--- src/rtl/ulb_defines.svh ---
`ifndef ULB_DEFINES_SVH
`define ULB_DEFINES_SVH
`define ULB_PIN_NONE    2'b00
`define ULB_PIN_RTS     2'b01
`define ULB_PIN_RTSCTS  2'b10
`define ULB_PIN_BCLK    2'b11
`define ULB_CAL_CHAR    8'h55
`define ULB_ABD_EDGES   3'h5
`define ULB_ABD_DIV     3'h7
`define ULB_BIT_TICKS   4'hf
`define ULB_FIFO_DEPTH  4
`define ULB_FIFO_AW     2
`define ULB_RTS_ROOM    3'h2
`endif

--- src/rtl/ulb_pkg.sv ---
`default_nettype none
package ulb_pkg;
    typedef enum logic [1:0] {
        ABD_IDLE  = 2'b00,
        ABD_START = 2'b01,
        ABD_COUNT = 2'b10,
        ABD_BREAK = 2'b11
    } ulb_abd_e;
    typedef enum logic [1:0] {
        TX_IDLE  = 2'b00,
        TX_HOLD  = 2'b01,
        TX_SHIFT = 2'b10
    } ulb_tx_e;
    typedef enum logic [1:0] {
        RX_IDLE  = 2'b00,
        RX_START = 2'b01,
        RX_DATA  = 2'b10,
        RX_STOP  = 2'b11
    } ulb_rx_e;
    typedef struct packed {
        logic [1:0] pin_use_select;
        logic       loopback_enable;
        logic       handshake_mode_select;
        logic       wake_enable;
    } ulb_cfg_s;
endpackage
`default_nettype wire

--- src/rtl/ulb_fifo.sv ---
`include "ulb_defines.svh"
`default_nettype none
module ulb_fifo #(
    parameter int W = 8,
    parameter int D = 4,
    parameter int AW = 2
) (
    input  wire logic          clk,
    input  wire logic          rstn,
    input  wire logic          in_valid,
    output logic               in_ready,
    input  wire logic [W-1:0]  in_data,
    output logic               out_valid,
    input  wire logic          out_ready,
    output logic [W-1:0]       out_data,
    output logic [AW:0]        count
);
    logic [W-1:0] mem [D];
    logic [AW-1:0] wp_q;
    logic [AW-1:0] rp_q;
    logic [AW:0]   cnt_q;
    wire           push = in_valid && in_ready;
    wire           pop  = out_valid && out_ready;
    assign in_ready  = (cnt_q != (AW+1)'(D));
    assign out_valid = (cnt_q != '0);
    assign out_data  = mem[rp_q];
    assign count     = cnt_q;
    always_ff @(posedge clk) begin
        if (push) mem[wp_q] <= in_data;
    end
    always_ff @(posedge clk or negedge rstn) begin
        if (!rstn) begin
            wp_q  <= '0;
            rp_q  <= '0;
            cnt_q <= '0;
        end else begin
            if (push) wp_q <= wp_q + 1'b1;
            if (pop) rp_q <= rp_q + 1'b1;
            cnt_q <= cnt_q + (AW+1)'(push) - (AW+1)'(pop);
        end
    end
endmodule
`default_nettype wire

--- src/rtl/ulb_top.sv ---
`include "ulb_defines.svh"
`default_nettype none
// Functional notes
// - loopback routes tx to rx internally
// - loopback ignores rx pin, tx drives
// - loopback mode 10 feeds cts from rts
// - autobaud never starts in loopback, and with wake only after a break
// - autobaud enable clears counter, waits start
// - calibration char 55h, low and high
// - counter counts at clock over eight
// - fifth rising edge loads divisor, clears enable
// - autobaud holds receiver idle, sets flag
// - break wake precedes autobaud measurement
// - mode 10 cts high holds transmit start
// - cts sampled only before the start bit
// - remote holds cts one clock minimum
// - rts output in modes 01, 10
// - flow mode rts high when busy
// - flow mode rts low needs room two
// - simplex rts low while transmitter busy
module ulb_top (
    input  wire logic        clk,
    input  wire logic        rstn,
    input  wire ulb_pkg::ulb_cfg_s cfg,
    input  wire logic        autobaud_set,
    input  wire logic [15:0] baud_divisor_wr,
    input  wire logic        baud_divisor_we,
    input  wire logic        tx_valid,
    input  wire logic [7:0]  tx_data,
    input  wire logic        rx_ready,
    input  wire logic        rx_event_clr,
    input  wire logic        serial_in_pin,
    input  wire logic        send_permit_in,
    output logic             tx_ready,
    output logic             rx_valid,
    output logic [7:0]       rx_data,
    output logic             serial_out_pin,
    output logic             receive_ready_out,
    output logic             receive_ready_oe,
    output logic             baud_clock_out_pin,
    output logic             autobaud_enable,
    output logic [15:0]      baud_divisor_reg,
    output logic             transmit_idle_flag,
    output logic             rx_event_flag,
    output logic             overrun_flag
);
    // ==========================================================
    // pin routing
    ulb_pkg::ulb_tx_e  tx_st_q;
    ulb_pkg::ulb_rx_e  rx_st_q;
    ulb_pkg::ulb_abd_e abd_q;
    logic       txo_q;
    logic       rts_q;
    logic [3:0] brg_tick_q;
    logic [15:0] brg_cnt_q;
    logic       tick;
    logic       rxin_q;
    logic       lb_cts;
    wire rx_src = cfg.loopback_enable ? txo_q : serial_in_pin;
    // mode 10 loopback cts from rts
    assign lb_cts = cfg.loopback_enable ? rts_q : send_permit_in;
    wire cts_used = (cfg.pin_use_select == `ULB_PIN_RTSCTS);
    wire cts_ok = !cts_used || !lb_cts;
    wire rts_pin = (cfg.pin_use_select == `ULB_PIN_RTS) || cts_used;
    // ==========================================================
    // bit rate tick, 16 per bit
    assign tick = (brg_cnt_q == baud_divisor_reg);
    always_ff @(posedge clk or negedge rstn) begin
        if (!rstn) brg_cnt_q <= '0;
        else brg_cnt_q <= tick ? 16'h0 : brg_cnt_q + 16'h1;
    end
    always_ff @(posedge clk or negedge rstn) begin
        if (!rstn) brg_tick_q <= '0;
        else if (tick) brg_tick_q <= brg_tick_q + 4'h1;
    end
    wire bit_start = tick && (brg_tick_q == `ULB_BIT_TICKS);
    always_ff @(posedge clk or negedge rstn) begin
        if (!rstn) baud_clock_out_pin <= 1'b0;
        else baud_clock_out_pin <= (cfg.pin_use_select == `ULB_PIN_BCLK) && !brg_tick_q[3];
    end
    // ==========================================================
    // transmitter
    logic [9:0] tx_sh_q;
    logic [3:0] tx_n_q;
    always_ff @(posedge clk or negedge rstn) begin
        if (!rstn) begin
            tx_st_q <= ulb_pkg::TX_IDLE;
            tx_sh_q <= '1;
            tx_n_q  <= '0;
            txo_q   <= 1'b1;
        end else begin
            case (tx_st_q)
                ulb_pkg::TX_IDLE: begin
                    if (tx_valid) begin
                        tx_sh_q <= {1'b1, tx_data, 1'b0};
                        tx_st_q <= ulb_pkg::TX_HOLD;
                    end
                end
                ulb_pkg::TX_HOLD: begin
                    if (bit_start && cts_ok) begin
                        txo_q   <= tx_sh_q[0];
                        tx_sh_q <= {1'b1, tx_sh_q[9:1]};
                        tx_n_q  <= 4'h9;
                        tx_st_q <= ulb_pkg::TX_SHIFT;
                    end
                end
                ulb_pkg::TX_SHIFT: begin
                    if (bit_start) begin
                        if (tx_n_q == 4'h0) begin
                            tx_st_q <= ulb_pkg::TX_IDLE;
                        end else begin
                            txo_q   <= tx_sh_q[0];
                            tx_sh_q <= {1'b1, tx_sh_q[9:1]};
                            tx_n_q  <= tx_n_q - 4'h1;
                        end
                    end
                end
                default: tx_st_q <= ulb_pkg::TX_IDLE;
            endcase
        end
    end
    assign tx_ready = (tx_st_q == ulb_pkg::TX_IDLE);
    assign serial_out_pin = txo_q;
    always_ff @(posedge clk or negedge rstn) begin
        if (!rstn) transmit_idle_flag <= 1'b1;
        else transmit_idle_flag <= (tx_st_q == ulb_pkg::TX_IDLE) && !tx_valid;
    end
    // ==========================================================
    // autobaud
    logic [2:0]  div8_q;
    logic [2:0]  edges_q;
    logic [15:0] abd_cnt_q;
    logic        rx_prev_q;
    logic        brk_seen_q;
    always_ff @(posedge clk or negedge rstn) begin
        if (!rstn) rxin_q <= 1'b1;
        else rxin_q <= rx_src;
    end
    wire rise = rxin_q && !rx_prev_q;
    wire fall = !rxin_q && rx_prev_q;
    wire abd_tick = (div8_q == `ULB_ABD_DIV);
    // no start in loopback, or with wake before a break
    wire abd_go = autobaud_enable && (!cfg.wake_enable || brk_seen_q) && !cfg.loopback_enable;
    wire abd_done = (abd_q == ulb_pkg::ABD_COUNT) && rise && (edges_q == `ULB_ABD_EDGES - 3'h1);
    wire abd_busy = (abd_q != ulb_pkg::ABD_IDLE);
    always_ff @(posedge clk or negedge rstn) begin
        if (!rstn) begin
            rx_prev_q <= 1'b1;
            div8_q    <= '0;
        end else begin
            rx_prev_q <= rxin_q;
            div8_q    <= div8_q + 3'h1;
        end
    end
    // wake stays set here, so remember the break until measured
    wire brk_end = (abd_q == ulb_pkg::ABD_BREAK) && rise;
    always_ff @(posedge clk or negedge rstn) begin
        if (!rstn) brk_seen_q <= 1'b0;
        else brk_seen_q <= brk_end || (brk_seen_q && autobaud_enable && !abd_done);
    end
    always_ff @(posedge clk or negedge rstn) begin
        if (!rstn) begin
            abd_q     <= ulb_pkg::ABD_IDLE;
            abd_cnt_q <= '0;
            edges_q   <= '0;
        end else begin
            case (abd_q)
                ulb_pkg::ABD_IDLE: begin
                    abd_cnt_q <= '0;
                    edges_q   <= '0;
                    if (autobaud_enable && cfg.wake_enable && !brk_seen_q && fall)
                        abd_q <= ulb_pkg::ABD_BREAK;
                    else if (abd_go && fall)
                        abd_q <= ulb_pkg::ABD_START;
                end
                ulb_pkg::ABD_BREAK: begin
                    if (rise) abd_q <= ulb_pkg::ABD_IDLE;
                end
                ulb_pkg::ABD_START: begin
                    // counting begins at start bit end
                    if (rise) begin
                        abd_q   <= ulb_pkg::ABD_COUNT;
                        edges_q <= 3'h1;
                    end
                end
                ulb_pkg::ABD_COUNT: begin
                    if (abd_tick) abd_cnt_q <= abd_cnt_q + 16'h1;
                    if (rise) edges_q <= edges_q + 3'h1;
                    if (abd_done) abd_q <= ulb_pkg::ABD_IDLE;
                end
                default: abd_q <= ulb_pkg::ABD_IDLE;
            endcase
        end
    end
    always_ff @(posedge clk or negedge rstn) begin
        if (!rstn) begin
            baud_divisor_reg <= 16'h0;
            autobaud_enable  <= 1'b0;
        end else begin
            if (abd_done) baud_divisor_reg <= abd_cnt_q;
            else if (baud_divisor_we) baud_divisor_reg <= baud_divisor_wr;
            if (abd_done) autobaud_enable <= 1'b0;
            else if (autobaud_set) autobaud_enable <= 1'b1;
        end
    end
    // ==========================================================
    // receiver
    logic [7:0] rx_sh_q;
    logic [3:0] rx_n_q;
    logic [3:0] rx_t_q;
    logic       push;
    logic       fifo_rdy;
    logic [2:0] fcnt;
    logic       f_valid;
    logic [7:0] f_data;
    wire rx_hold = autobaud_enable || abd_busy;
    always_ff @(posedge clk or negedge rstn) begin
        if (!rstn) begin
            rx_st_q <= ulb_pkg::RX_IDLE;
            rx_sh_q <= '0;
            rx_n_q  <= '0;
            rx_t_q  <= '0;
            push    <= 1'b0;
        end else begin
            push <= 1'b0;
            if (rx_hold) rx_st_q <= ulb_pkg::RX_IDLE;
            else case (rx_st_q)
                ulb_pkg::RX_IDLE: begin
                    if (fall) begin
                        rx_st_q <= ulb_pkg::RX_START;
                        rx_t_q  <= '0;
                    end
                end
                ulb_pkg::RX_START: begin
                    if (tick) rx_t_q <= rx_t_q + 4'h1;
                    if (tick && rx_t_q == 4'h7) begin
                        rx_t_q  <= '0;
                        rx_n_q  <= '0;
                        rx_st_q <= rxin_q ? ulb_pkg::RX_IDLE : ulb_pkg::RX_DATA;
                    end
                end
                ulb_pkg::RX_DATA: begin
                    if (tick) rx_t_q <= rx_t_q + 4'h1;
                    if (tick && rx_t_q == `ULB_BIT_TICKS) begin
                        rx_sh_q <= {rxin_q, rx_sh_q[7:1]};
                        rx_n_q  <= rx_n_q + 4'h1;
                        if (rx_n_q == 4'h7) rx_st_q <= ulb_pkg::RX_STOP;
                    end
                end
                ulb_pkg::RX_STOP: begin
                    if (tick) rx_t_q <= rx_t_q + 4'h1;
                    if (tick && rx_t_q == `ULB_BIT_TICKS) begin
                        push    <= 1'b1;
                        rx_st_q <= ulb_pkg::RX_IDLE;
                    end
                end
                default: rx_st_q <= ulb_pkg::RX_IDLE;
            endcase
        end
    end
    // limitation: full fifo drops char, sets overrun
    ulb_fifo #(.W(8), .D(`ULB_FIFO_DEPTH), .AW(`ULB_FIFO_AW)) u_fifo (
        .clk       (clk),
        .rstn      (rstn),
        .in_valid  (push),
        .in_ready  (fifo_rdy),
        .in_data   (rx_sh_q),
        .out_valid (f_valid),
        .out_ready (rx_ready && rx_valid),
        .out_data  (f_data),
        .count     (fcnt)
    );
    always_ff @(posedge clk or negedge rstn) begin
        if (!rstn) begin
            rx_valid <= 1'b0;
            rx_data  <= '0;
        end else begin
            rx_valid <= f_valid && !(rx_ready && rx_valid);
            rx_data  <= (rx_ready && rx_valid) ? rx_data : f_data;
        end
    end
    // set wins over clear
    always_ff @(posedge clk or negedge rstn) begin
        if (!rstn) begin
            overrun_flag  <= 1'b0;
            rx_event_flag <= 1'b0;
        end else begin
            overrun_flag <= (push && !fifo_rdy) || (overrun_flag && !rx_event_clr);
            rx_event_flag <= abd_done || push || (rx_event_flag && !rx_event_clr);
        end
    end
    // ==========================================================
    // handshake output
    wire room2 = (3'(`ULB_FIFO_DEPTH) - fcnt) >= `ULB_RTS_ROOM;
    wire rx_busy = (rx_st_q != ulb_pkg::RX_IDLE);
    wire rts_d = cfg.handshake_mode_select ? transmit_idle_flag
                                           : (!room2 || rx_busy || overrun_flag);
    always_ff @(posedge clk or negedge rstn) begin
        if (!rstn) begin
            rts_q            <= 1'b1;
            receive_ready_oe <= 1'b0;
        end else begin
            rts_q            <= rts_d;
            // driven in modes 01 and 10
            receive_ready_oe <= rts_pin;
        end
    end
    assign receive_ready_out = rts_q;
    // ==========================================================
    // checks
    // divisor update
    chk_abd_load: assert property (@(posedge clk) disable iff (!rstn)
        abd_done |=> (baud_divisor_reg == $past(abd_cnt_q)) && !autobaud_enable)
        else $error("divisor not loaded");
    chk_abd_flag: assert property (@(posedge clk) disable iff (!rstn)
        abd_done |=> rx_event_flag) else $error("rx event missing");
    chk_rx_hold: assert property (@(posedge clk) disable iff (!rstn)
        rx_hold |=> !push) else $error("fifo changed in autobaud");
    chk_abd_gate: assert property (@(posedge clk) disable iff (!rstn)
        (abd_q == ulb_pkg::ABD_IDLE && !abd_go) |=> abd_q != ulb_pkg::ABD_START)
        else $error("autobaud started wrongly");
    chk_wake_first: assert property (@(posedge clk) disable iff (!rstn)
        (abd_q == ulb_pkg::ABD_IDLE && cfg.wake_enable && !brk_seen_q)
        |=> abd_q != ulb_pkg::ABD_START)
        else $error("wake not first");
    chk_cts_hold: assert property (@(posedge clk) disable iff (!rstn)
        (tx_st_q == ulb_pkg::TX_HOLD && cts_used && lb_cts) |=> tx_st_q != ulb_pkg::TX_SHIFT)
        else $error("sent while cts high");
    chk_rts_oe: assert property (@(posedge clk) disable iff (!rstn)
        ##1 receive_ready_oe == $past(rts_pin)) else $error("rts enable wrong");
    chk_simplex_rts: assert property (@(posedge clk) disable iff (!rstn)
        cfg.handshake_mode_select |=> rts_q == $past(transmit_idle_flag))
        else $error("simplex rts wrong");
    chk_loop_rx: assert property (@(posedge clk) disable iff (!rstn)
        cfg.loopback_enable |=> rxin_q == $past(txo_q)) else $error("loopback route");
endmodule
`default_nettype wire

--- config.mk ---
export PLATFORM = sky130hd
export DESIGN_NAME = ulb_top
export DESIGN_NICKNAME = d
export VERILOG_FILES = /design/src/rtl/ulb_pkg.sv /design/src/rtl/ulb_fifo.sv /design/src/rtl/ulb_top.sv
export VERILOG_INCLUDE_DIRS = /design/src /design/src/rtl
export SDC_FILE = /design/constraint.sdc
export NUM_CORES = 1
export LEC_CHECK = 0
export BUFFER_PORTS_ARGS = -buffer_cell sky130_fd_sc_hd__buf_2
export CORE_MARGIN = 5
export CORE_UTILIZATION = 30
export CTS_BUF_LIST = sky130_fd_sc_hd__clkbuf_8
export DETAILED_ROUTE_END_ITERATION = 8
export GPL_ROUTABILITY_DRIVEN = 1
export MAX_ROUTING_LAYER = met4
export PLACE_DENSITY = 0.52
export SLEW_MARGIN = 15
export SYNTH_ARGS = -nofsm -noshare
export SYNTH_HDL_FRONTEND = slang
export SYNTH_SLANG_ARGS = --single-unit
--- constraint.sdc ---
create_clock -name clk -period 2.6 [get_ports clk]
set_input_delay 0.13 -clock clk [delete_from_list [all_inputs] [get_ports clk]]
set_output_delay 0.13 -clock clk [all_outputs]
set_load 0.01 [all_outputs]
-- Yosys cells after proc, flatten, opt, wreduce, memory -nomap -nowiden
Memory sizes are Yosys's and may differ from the RTL's. A register that Yosys moved wholly into a read port is not among the register bits.
Cells that the tools add are included.
- bits in registers: 114
- RAM bits: 32
- input port bits: 38
- output and inout port bits: 34
- logic and storage cells: 218
- memories kept: 1
- add/subtract/negate cells: 13
- magnitude comparators: 1
- eq/ne operators: 38
- muxes and demuxes: 57
- bitwise operators: 1
- reduce and logical (&&, ||, !) cells: 77
- memory list (memory ; depth ; width ; read ports ; clocked after Yosys merged registers in ; write ports ; line ; RTL):
    u_fifo.mem ; 4 ; 8 ; 1 ; 1 ; 1 ; ulb_fifo.sv:18 ; logic [W-1:0] mem [D];
- operators with widths (cell ; count):
    $mux W16 ; 4
    $mux W10 ; 4
    $add A16 B1 Y16 const B ; 2
    $mux W2 ; 16
    $mux W4 ; 8
    $pmux W16 S2 ; 1
    $pmux W10 S3 ; 1
    $logic_and A1 B1 Y1 ; 26
    $ne A2 B2 Y1 const B ; 13
    $ne A3 B3 Y1 const B ; 7
    $eq A16 B16 Y1 ; 1
    $logic_not A1 Y1 ; 16
    $pmux W2 S4 ; 2
    $pmux W4 S2 ; 2
    $reduce_and A4 Y1 ; 4
    $eq A2 B2 Y1 const B ; 7
    $reduce_bool A2 Y1 ; 7
    $mux W1 ; 13
    $add A4 B1 Y4 const B ; 3
    $pmux W4 S3 ; 1
    $logic_or A1 B1 Y1 ; 10
    $reduce_and A5 Y1 ; 2
    $pmux W3 S3 ; 1
    $reduce_bool A3 Y1 ; 3
    other kinds (20) ; 33

-- Longest topological paths before layout
Gate-level depths: netlist (run 1).
- depth in word-level cells: 8
- depth in mapped cells: 10
- gate-level depth less buffers: 10

-- Cells and area by module
Synthesis (run 1) repeated with hierarchy kept, for this count alone.
- cells, all modules: 605
- area total of the unflattened synthesis: 7298.2 um^2
- by module, submodules not included (module ; instances ; cells an instance ; area an instance (um^2) ; sequential area each (um^2)):
    ulb_top ; 1 ; 521 ; 5665.4 ; 2870.3
    ulb_fifo ; 1 ; 84 ; 1632.8 ; 1136.1

-- Worst setup path after synthesis (run 1)
Ideal clock, no wire load.
- path type: flip-flop to flip-flop
- from: register u_fifo.cnt_q[1] (netlist: u_fifo.count[1])
- to: register u_fifo.cnt_q[2] (netlist: u_fifo.count[2])
- library setup time: 0.080 ns
- arrival time: 2.058 ns
- data required time: 2.520 ns
- slack: 0.462 ns
- cell stages (with the launch flop): 11
- buffers on the path: 0
- period minus slack after synthesis: 2.138 ns
- path through: dfrtp_1 > inv_1 > ha_1 > ha_1 > nor2_1 > ha_1 > inv_1 > ha_1 > fa_1 > xnor2_1 > xnor2_1
- elaborated cells on any way between the ends: 6
- classes of those cells: 2 x add/sub; 1 x eq/ne; 3 x reduce/logical
- RTL lines (item ; line ; RTL):
    start, declared ; ulb_fifo.sv:21 ; logic [AW:0] cnt_q;
    start signal, assigned ; ulb_fifo.sv:39 ; cnt_q <= cnt_q + (AW+1)'(push) - (AW+1)'(pop);
    $reduce_bool A3 Y1 ; ulb_fifo.sv:25 ; assign out_valid = (cnt_q != '0);
    $logic_and A1 B1 Y1 ; ulb_fifo.sv:23 ; wire pop = out_valid && out_ready;
    net u_fifo.pop ; ulb_fifo.sv:23 ;
    $sub A3 B1 Y3 ; ulb_fifo.sv:39 ;
The timed path passes the listed nets, and every way through them passes these cells.
A chain may end at the register's enable or synchronous reset.

-- Worst setup path in the final report (run 1)
- from: register brg_cnt_q[3]
- to: register tx_st_q[0]
- word-level cells in the longest chain between the ends: 5
- elaborated cells on any way between the ends: 6
- classes of those cells: 3 x eq/ne; 3 x reduce/logical
- ends and longest elaborated chain (item ; line ; RTL):
    start, declared ; ulb_top.sv:55 ; logic [15:0] brg_cnt_q;
    start signal, assigned ; ulb_top.sv:70 ; else brg_cnt_q <= tick ? 16'h0 : brg_cnt_q + 16'h1;
    $eq A16 B16 Y1 * ; ulb_top.sv:67 ; assign tick = (brg_cnt_q == baud_divisor_reg);
    $logic_and A1 B1 Y1 * ; ulb_top.sv:76 ; wire bit_start = tick && (brg_tick_q == `ULB_BIT_TICKS);
    $logic_and A1 B1 Y1 ; ulb_top.sv:100 ; if (bit_start && cts_ok) begin
    $ne A2 B2 Y1 (no source line) ; n/a ;
    $reduce_and A4 Y1 (no source line) * ; n/a ;
    end signal, assigned ; ulb_top.sv:87 ; tx_st_q <= ulb_pkg::TX_IDLE;
    end signal, assigned ; ulb_top.sv:104 ; tx_st_q <= ulb_pkg::TX_SHIFT;
    end signal, assigned ; ulb_top.sv:110 ; tx_st_q <= ulb_pkg::TX_IDLE;
    end, declared ; ulb_top.sv:49 ; ulb_pkg::ulb_tx_e tx_st_q;
Mark *: on every way between the ends. The rest lies on a longest branch, timed or not.

==> results.txt, run 1 <==
Synthesis Warnings -> 0
Final hold vios -> 0
Slowest cell on crit path -> nor4_4
Critical-path maximum fanout -> 12
Critical Path Source -> brg_cnt_q[3]
Num CTS Buffers -> 17
Area grow syn2layout -> 21.3%
Post-DRT Antenna Nets -> 0
Post-synth ARST share -> 79.1%
RSZ-0062 raised after global routing -> no
FILL cells -> 2308
FF+latch count, synth -> 153
Crit end category -> register
NumNets Final -> 804
Core Util, Final -> 36.9%
Post-synthesis compound-gate area fraction -> 7.18%
Startpoint Class -> register
Delay-heaviest family, CP -> simple AND/OR/NAND/NOR gates
TritonCTS clock tree -> yes
Gr usage total -> 12.5%
Worst Path Buf+Inv -> 1
Layout cells sized above 1 -> 20.4%
Die W -> 164 µm
Data required time of the critical path -> 2.95 ns
Final setup violation count -> 0
Detailed placer's ending HPWL -> 10.9 mm
Largest cells by area after synthesis -> dfrtp_1 (37%), edfxtp_1 (13%), ha_1 (5.6%)
DR vias -> 4800
GRT overflow -> 0
Starting Density -> 30.4%
Max Clock Freq -> 0.427 GHz
Top post-synthesis cells by count -> dfrtp_1 (107), nand2_1 (58), o21ai_0 (49)
Clock tree buffer depth -> 2
Area share of and/or/nand/nor cells after synthesis -> 12.2%
Cell mode on critical path -> a21oi_1
Top cell type's share of synthesized area -> 37.5%
Largest Register -> u_fifo.mem
Mapped Cells -> 616
Distinct cells, synth -> 50
Global-route wire length before repair -> 25.8 mm
Critical path type -> register to register
Mux contribution to synthesized area -> 10.1%
Die H -> 164 µm
DRT Pass-1 Iters -> 4
Pwr Density -> 740 nW/µm²
Max-cap viol count -> 0
Clock Latency Late Sink -> 0.44 ns
Core Footprint -> 23500 µm²
Relative slew slack -> 58.8%
Dominant synthesized flop cell -> dfrtp_1
Final GP Congestion -> 0.790
Max incr delay on CP -> 0.47 ns
WL final -> 15.4 mm
Vias in the first global route -> 4920
Setup tns final -> 0 ns
Cts hold-fix bufs -> 33
Vias/cell -> 4.51
Synth Cell Area -> 7140 µm²
Slew Viols, Final -> 0
Row count -> 56
Diode count -> 0
Max reg flops -> 32
EDFF count, synth -> 32
Worst min path class -> input port to register
Hold Slack -> 0.0391 ns
Most frequent cell after synthesis -> dfrtp_1
Post-CTS Setup Bufs -> 0
Crit-path cells -> xnor2_1 -> nand4_1 -> nor4_4 -> a21oi_1 -> buf_4 -> or4b_1 -> a21oi_1
Area of the multi-input gates -> 2950 µm²
IO Port Bufs -> 71
DR WL/cell -> 14.5 µm
Largest net degree at the start of global routing -> 46
Initial antenna violation count -> 0
Max VDD drop -> 309 µV
Minimum clock period -> 2.34 ns
Register area -> 4010 µm²
Adder-cell share of the synthesized area -> 5.89%
Clk pin slew, worst setup/hold paths -> 0.08 ns
Seq/Total Area, Yosys -> 56.1%
Hold path start -> baud_divisor_wr[11]
Clock Skews -> 0.0151 ns
Clock sinks -> 153
DR iter-0 viols -> 230
Leading area contributor after synthesis -> dfrtp_1
DRC viols -> 0
XOR/XNOR Fraction of Synth Area -> 5.76%
Largest family of logic cells by synthesized area -> simple AND/OR/NAND/NOR gates
Root buffer cell -> clkbuf_8
Critical path data arrival time -> 2.69 ns
Worst-margin pin slew -> 0.618 ns
RR Startpoint -> brg_cnt_q[3]
DIE AREA -> 27000 µm²
Final worst-path cycle share -> 90.0%
Status -> finished, final reports clean
Syn_nets -> 687
Gates resized, CTS repair -> 0
CTS H-Tree Depth -> 4
Leak -> 3.62 nW
Syn avg cell area -> 11.6 µm²
Io pins -> 72
## placed cells by master, fill, tap and decap left out, types with 7 or more instances in the layout
| master | synthesis | final |
|---|---|---|
| nand2_1 | 58 | 58 |
| o21ai_0 | 49 | 49 |
| a21oi_1 | 10 | 10 |
| buf_4 | 0 | 13 |
| dfstp_2 | 14 | 14 |
| and3_1 | 11 | 11 |
| nor3_1 | 7 | 7 |
| mux2_1 | 8 | 8 |
| nand3_1 | 27 | 27 |
| clkbuf_8 | 0 | 20 |
| nor2_1 | 40 | 39 |
| xor2_1 | 14 | 14 |
| mux2i_1 | 28 | 28 |
| o21ai_1 | 9 | 9 |
| mux4_2 | 8 | 8 |
| nor2b_1 | 7 | 7 |
| buf_2 | 4 | 70 |
| nand4_1 | 12 | 12 |
| edfxtp_1 | 32 | 32 |
| mux2_2 | 15 | 15 |
| dfrtp_1 | 107 | 107 |
| ha_1 | 32 | 32 |
| dlygate4sd3_1 | 0 | 33 |
| inv_1 | 31 | 35 |
| xnor2_1 | 33 | 33 |
## final cells by class
| type | count | area share [%] |
|---|---|---|
| flip-flops and latches | 153 | 46.3 |
| multi-input cells | 412 | 34.1 |
| repair buffers | 117 | 9.22 |
| well taps | 319 | 4.61 |
| clock buffers | 20 | 3.18 |
| inverters | 32 | 1.39 |
| clock inverters | 12 | 1.30 |
## worst paths after layout
| kind | to | slack (ns) | cells after the start |
|---|---|---|---|
| worst max register to register | tx_st_q[0] | 0.26 | 7 |
| worst min-delay path | baud_divisor_reg[11] | 0.04 | 3 |
| max in group asynchronous | receive_ready_out | 1.58 | 3 |
| worst max-delay path | tx_st_q[0] | 0.26 | 7 |
| min in group asynchronous | brg_cnt_q[5] | 0.24 | 2 |
| worst min register to register | rx_prev_q | 0.41 | 0 |
## per-layer routing
metal / track usage (%) / up-vias / share of wire (%)
met3: 2.61 / 30 / 3.1
li1: - / 2380 / -
met4: 4.99 / 0 / 2.5
met5: - / - / 0
met1: 16.2 / 2303 / 47
met2: 19.3 / 87 / 47
## where the power goes
part / switching, W / total, W / internal [W]
clock network: 0.000864 / 0.00178 / 0.000911
registers: 0.000264 / 0.00302 / 0.00275
logic: 0.000887 / 0.00161 / 0.000728
total: 0.00202 / 0.00641 / 0.00439
## metrics by stage
stage	total power [W]	cells	cell area, µm²	setup slack, ns
after global routing	0.00683	1065	8660	0.0393
after detailed placement	0.00466	1000	7940	0.242
after CTS	0.00650	1065	8660	0.207
after floorplan	0.00413	616	7140	0.462
final	0.00641	1065	8660	0.260
after global placement	0.00464	1000	7940	0.270
## logic make-up after synthesis
group                    Yosys count
buffers and inverters             51
adder cells (fa/ha/maj)           33
flip-flops                       153
AND/OR/NAND/NOR                  183
XOR/XNOR                          47
AO/OA/AOI/OAI                     90
multiplexers                      59
## tightest hold or removal path, stage by stage
cell and delay (ns):
buf_2 0.09, mux2i_1 0.07, o21ai_0 0.14
No activity file was read; power rests on OpenSTA's default activity.
==> run 2: changes to the inputs <==
Settings changed: CTS_BUF_LIST sky130_fd_sc_hd__clkbuf_8 to sky130_fd_sc_hd__clkbuf_4.
==> run 2 against run 1 <==
Core utilization down 0.38 points. Flip-flop and latch count unchanged. Sequential power about the same. Critical endpoint unchanged. Register-to-register slack worse by 0.02 ns. Worst hold slack better by 0.082 ns. Critical path depth unchanged. Clock skew up 0.012 ns. Power down 5.6%. Combinational power about the same. Critical path type unchanged.
==> results.txt, run 2 (synthesized netlist as in run 1, its figures left out) <==
Critical path data arrival time -> 2.80 ns (was 2.69 ns)
Delay-heaviest family, CP -> simple AND/OR/NAND/NOR gates (unchanged)
Startpoint Class -> register (unchanged)
Vias/cell -> 4.53 (was 4.51)
Critical path type -> register to register (unchanged)
Starting Density -> 30.4% (unchanged)
Max reg flops -> 32 (unchanged)
CTS H-Tree Depth -> 4 (unchanged)
Clock tree buffer depth -> 2 (unchanged)
RSZ-0062 raised after global routing -> no (unchanged)
Clock Skews -> 0.0276 ns (was 0.0151 ns)
DR vias -> 4840 (was 4800)
Minimum clock period -> 2.36 ns (was 2.34 ns)
Io pins -> 72 (unchanged)
Worst-margin pin slew -> 0.623 ns (was 0.618 ns)
Die H -> 164 µm (unchanged)
Max Clock Freq -> 0.423 GHz (was 0.427 GHz)
Crit end category -> register (unchanged)
GRT overflow -> 0 (unchanged)
Commonest non-fill, non-tap cell in the layout -> dfrtp_1 (unchanged)
Commonest cells after routing, fill and taps aside -> dfrtp_1 (107), buf_2 (70), nand2_1 (58) (unchanged)
Slowest cell on crit path -> nor4_4 (unchanged)
Row count -> 56 (unchanged)
Post-DRT Antenna Nets -> 0 (unchanged)
Max incr delay on CP -> 0.47 ns (about the same)
Clock sinks -> 153 (unchanged)
Status -> finished, final reports clean (unchanged)
Final setup violation count -> 0 (unchanged)
DIE AREA -> 27000 µm² (unchanged)
Final GP Congestion -> 0.790 (unchanged)
Num CTS Buffers -> 17 (unchanged)
Core Footprint -> 23500 µm² (unchanged)
Post-CTS Setup Bufs -> 0 (unchanged)
Worst Path Buf+Inv -> 1 (unchanged)
Detailed placer's ending HPWL -> 10.9 mm (unchanged)
Largest net degree at the start of global routing -> 46 (unchanged)
Clk pin slew, worst setup/hold paths -> 0.13 ns (was 0.08 ns)
Gr usage total -> 12.4% (was 12.5%)
Slew Viols, Final -> 0 (unchanged)
Final hold vios -> 0 (unchanged)
Crit-path cells -> xnor2_1 -> nand4_1 -> nor4_4 -> a21oi_1 -> buf_4 -> or4b_1 -> a21oi_1 (unchanged)
Data required time of the critical path -> 3.04 ns (was 2.95 ns)
Area grow syn2layout -> 20.0% (was 21.3%)
DRC viols -> 0 (unchanged)
Critical-path maximum fanout -> 12 (unchanged)
Max-cap viol count -> 0 (unchanged)
Largest Register -> u_fifo.mem (unchanged)
Pwr Density -> 705 nW/µm² (was 740 nW/µm²)
Final worst-path cycle share -> 90.8% (was 90.0%)
Max VDD drop -> 301 µV (was 309 µV)
Leak -> 3.57 nW (was 3.62 nW)
Root buffer cell -> clkbuf_4 (was clkbuf_8)
Die W -> 164 µm (unchanged)
DRT Pass-1 Iters -> 5 (was 4)
Worst min path class -> input port to async pin (was input port to register)
Layout cells sized above 1 -> 20.4% (about the same)
Global-route wire length before repair -> 25.7 mm (was 25.8 mm)
NumNets Final -> 807 (was 804)
TritonCTS clock tree -> yes (unchanged)
IO Port Bufs -> 71 (unchanged)
WL final -> 15.4 mm (about the same)
Initial antenna violation count -> 1 (was 0)
DR WL/cell -> 14.4 µm (was 14.5 µm)
Relative slew slack -> 58.5% (was 58.8%)
Cell mode on critical path -> a21oi_1 (unchanged)
Hold Slack -> 0.122 ns (was 0.0391 ns)
Clock Latency Late Sink -> 0.54 ns (was 0.44 ns)
Gates resized, CTS repair -> 0 (unchanged)
Vias in the first global route -> 4919 (was 4920)
Cts hold-fix bufs -> 36 (was 33)
Setup tns final -> 0 ns (unchanged)
DR iter-0 viols -> 250 (was 230)
==> run 2: routing by layer <==
metal | track usage [%] | share of wire (%) | routed length, µm | vias up
li1 | - | - | - | 2396
met1 | 16.1 | 47 | 7230 | 2332
met2 | 19.3 | 48 | 7380 | 83
met3 | 2.71 | 2.9 | 451 | 29
met4 | 4.50 | 2.2 | 336 | 0
met5 | - | 0 | 0 | -
==> run 2: stage by stage <==
step / cell area [µm²] / instances / utilization, % / power (W) / worst slack (ns)
2_1_floorplan: 7140 / 616 / - / 0.00413 / 0.462
3_3_place_gp: 7940 / 1000 / 33.8 / 0.00464 / 0.270
3_5_place_dp: 7940 / 1000 / 33.8 / 0.00466 / 0.242
4_1_cts: 8570 / 1068 / 36.5 / 0.00614 / 0.182
5_1_grt: 8570 / 1069 / 36.5 / 0.00648 / 0.0168
6_report: 8570 / 1069 / 36.5 / 0.00604 / 0.238
==> run 2: final timing paths <==
kind,startpoint,endpoint,slack (ns),cells past startpoint
min,rstn,brg_cnt_q[5],0.12,2
min in group clk,baud_divisor_we,baud_divisor_reg[10],0.16,3
max,brg_cnt_q[3],tx_st_q[0],0.24,7
max reg2reg,brg_cnt_q[3],tx_st_q[0],0.24,7
min reg2reg,rxin_q,rx_prev_q,0.43,0
max in group asynchronous,rstn,receive_ready_out,1.69,3
==> run 2: power by group <==
part / total (W) / leakage, nW / internal (W) / switching, W
combinational: 0.00161 / 1.70 / 0.000730 / 0.000880
sequential: 0.00302 / 1.73 / 0.00275 / 0.000265
clock: 0.00142 / 0.142 / 0.000599 / 0.000820
total: 0.00604 / 3.57 / 0.00408 / 0.00197
==> run 2: final cells by class <==
cell class | count | area, µm²
inverters | 32 | 120
repair buffers | 120 | 828
diodes | 1 | 2.50
flip-flops and latches | 153 | 4010
multi-input cells | 412 | 2950
fillers | 2330 | 14900
clock inverters | 11 | 109
well taps | 319 | 399
clock buffers | 21 | 158
==> run 2: worst reg2reg max path, stage by stage, from the launching register on <==
cell and delay [ns]:
dfrtp_1 0.45, xnor2_1 0.18, nand4_1 0.17, nor4_4 0.47
a21oi_1 0.16, buf_4 0.20, or4b_1 0.47, a21oi_1 0.15
==> run 3: changes to the inputs <==
Settings changed: CORE_UTILIZATION 30 to 60, CTS_CLUSTER_DIAMETER set to 200, HOLD_SLACK_MARGIN set to 0.06, PLACE_DENSITY 0.52 to 0.87.
==> run 3 against run 2 <==
Worst setup slack got worse by 0.038 ns. Combinational power is essentially flat. Register-to-register slack got worse by 0.04 ns. Cell count is 17% lower. First-iteration DRC count up 60%. Wire length grew 2.6%. Die area down 47%. Largest power group unchanged.
==> results.txt, run 3 (synthesized netlist as in run 1, its figures left out) <==
Detailed placer's ending HPWL -> 11.1 mm (was 10.9 mm)
Largest Register -> u_fifo.mem (unchanged)
Worst-margin pin slew -> 0.575 ns (was 0.623 ns)
DRT Pass-1 Iters -> 5 (unchanged)
Critical-path maximum fanout -> 11 (was 12)
Startpoint Class -> register (unchanged)
End of the worst register-to-register path -> rx_sh_q[5] (was tx_st_q[0])
Max reg flops -> 32 (unchanged)
Critical path type -> register to register (unchanged)
Initial antenna violation count -> 1 (unchanged)
Max Clock Freq -> 0.417 GHz (was 0.423 GHz)
Final worst setup slack -> 0.200 ns (was 0.238 ns)
Layout cells sized above 1 -> 20.3% (was 20.4%)
DR WL/cell -> 17.8 µm (was 14.4 µm)
DR iter-0 viols -> 401 (was 250)
Leak -> 3.55 nW (was 3.57 nW)
Status -> finished, final reports clean (unchanged)
Clock tree buffer depth -> 2 (unchanged)
Starting Density -> 61.7% (was 30.4%)
Clock Skews -> 0.0338 ns (was 0.0276 ns)
Critical path data arrival time -> 2.84 ns (was 2.80 ns)
Clk pin slew, worst setup/hold paths -> 0.14 ns (was 0.13 ns)
Largest net degree at the start of global routing -> 44 (was 46)
DR vias -> 5156 (was 4840)
RSZ-0062 raised after global routing -> no (unchanged)
Commonest cells after routing, fill and taps aside -> dfrtp_1 (107), buf_2 (70), nand2_1 (58) (unchanged)
Core Footprint -> 11600 µm² (was 23500 µm²)
FILL cells -> 756 (was 2330)
DRC viols -> 0 (unchanged)
Max VDD drop -> 659 µV (was 301 µV)
Worst min path class -> input port to async pin (unchanged)
Final worst-path cycle share -> 92.3% (was 90.8%)
CTS H-Tree Depth -> 4 (unchanged)
Clock sinks -> 153 (unchanged)
IO Port Bufs -> 71 (unchanged)
Final setup violation count -> 0 (unchanged)
CP Capture Point -> rx_sh_q[5] (was tx_st_q[0])
Hold Slack -> 0.0854 ns (was 0.122 ns)
Setup tns final -> 0 ns (unchanged)
RR Startpoint -> brg_cnt_q[8] (was brg_cnt_q[3])
TritonCTS clock tree -> yes (unchanged)
Reg2reg setup slack -> 0.20 ns (was 0.24 ns)
NumNets Final -> 804 (was 807)
WL final -> 15.8 mm (was 15.4 mm)
Gr usage total -> 24.1% (was 12.4%)
Data required time of the critical path -> 3.04 ns (about the same)
GRT overflow -> 0 (unchanged)
Global-route wire length before repair -> 26.4 mm (was 25.7 mm)
Clock Latency Late Sink -> 0.57 ns (was 0.54 ns)
Register area -> 4010 µm² (unchanged)
Area of the multi-input gates -> 2950 µm² (about the same)
DIE AREA -> 14200 µm² (was 27000 µm²)
Num CTS Buffers -> 17 (unchanged)
Pre-CTS setup slack -> 0.0711 ns (was 0.242 ns)
Slew Viols, Final -> 0 (unchanged)
Vias/cell -> 5.80 (was 4.53)
Relative slew slack -> 61.6% (was 58.5%)
Vias in the first global route -> 5408 (was 4919)
Row count -> 39 (was 56)
Root buffer cell -> clkbuf_4 (unchanged)
Minimum clock period -> 2.40 ns (was 2.36 ns)
Post-DRT Antenna Nets -> 0 (unchanged)
Critical Path Source -> brg_cnt_q[8] (was brg_cnt_q[3])
Commonest non-fill, non-tap cell in the layout -> dfrtp_1 (unchanged)
Pwr Density -> 729 nW/µm² (was 705 nW/µm²)
Final hold vios -> 0 (unchanged)
Crit end category -> register (unchanged)
Max-cap viol count -> 0 (unchanged)
Area grow syn2layout -> 16.5% (was 20.0%)
R2R cell count -> 6 (was 7)
Die W -> 119 µm (was 164 µm)
Final GP Congestion -> 0.920 (was 0.790)
Die H -> 119 µm (was 164 µm)
Io pins -> 72 (unchanged)
## run 3: cell types whose count changed in the layout (fill, tap and decap cells not counted), sizes merged
cell	previous run	this run
clkinv	7	6
buf	84	81
## run 3: what timing repair did
action                                 CTS  global route
buffers inserted                         0             0
hold buffers                            36             0
setup endpoints to repair                0            11
gates resized for setup                  0             1
endpoints found under the hold margin   94             0
## run 3: power by group
group          switching (W)  internal (W)
Combinational       0.000909      0.000723
Sequential          0.000263       0.00275
Clock               0.000818      0.000596
Total                0.00199       0.00407
## run 3: cell type report
cell class              instances  share of cell area (%)
clock inverters                10                    1.26
well taps                     143                    2.15
clock buffers                  21                    1.90
inverters                      32                    1.44
repair buffers                117                    9.54
diodes                          1                  0.0301
multi-input cells             412                    35.5
flip-flops and latches        153                    48.2
## run 3: per-layer routing
| metal | routed length [µm] | track usage (%) | vias to the layer above |
|---|---|---|---|
| met5 | 0 | - | - |
| met4 | 577 | 10.4 | 0 |
| met3 | 767 | 5.26 | 41 |
| met2 | 8090 | 39.8 | 168 |
| met1 | 6360 | 28.5 | 2545 |
| li1 | - | - | 2402 |
## run 3: through the flow
step           cell area (µm²)  cells  util, %  total power (W)
5_1_grt                   8320    889     71.9          0.00642
2_1_floorplan             7140    616        -          0.00413
6_report                  8320    889     71.9          0.00606
3_5_place_dp              7690    821     66.5          0.00464
3_3_place_gp              7690    821     66.5          0.00453
4_1_cts                   8310    888     71.9          0.00606
## run 3: worst min-delay path by stage
| stage | from | to | slack [ns] |
|---|---|---|---|
| floorplan | rstn | abd_cnt_q[0] | -0.17 |
| global route | rstn | baud_divisor_reg[8] | 0.12 |
| CTS | rstn | tx_n_q[1] | 0.11 |
| global placement | rstn | baud_divisor_reg[8] | 0.16 |
| finish | rstn | baud_divisor_reg[8] | 0.09 |
| detailed placement | rstn | abd_cnt_q[5] | 0.16 |
## run 3: worst max-delay path, cell delays in order (launching register included)
cell and delay [ns]:
dfrtp_1 0.47, xnor2_1 0.18, nand4_1 0.16, nor4_4 0.45, and3_1 0.33, nand3_2 0.28
mux2_1 0.41
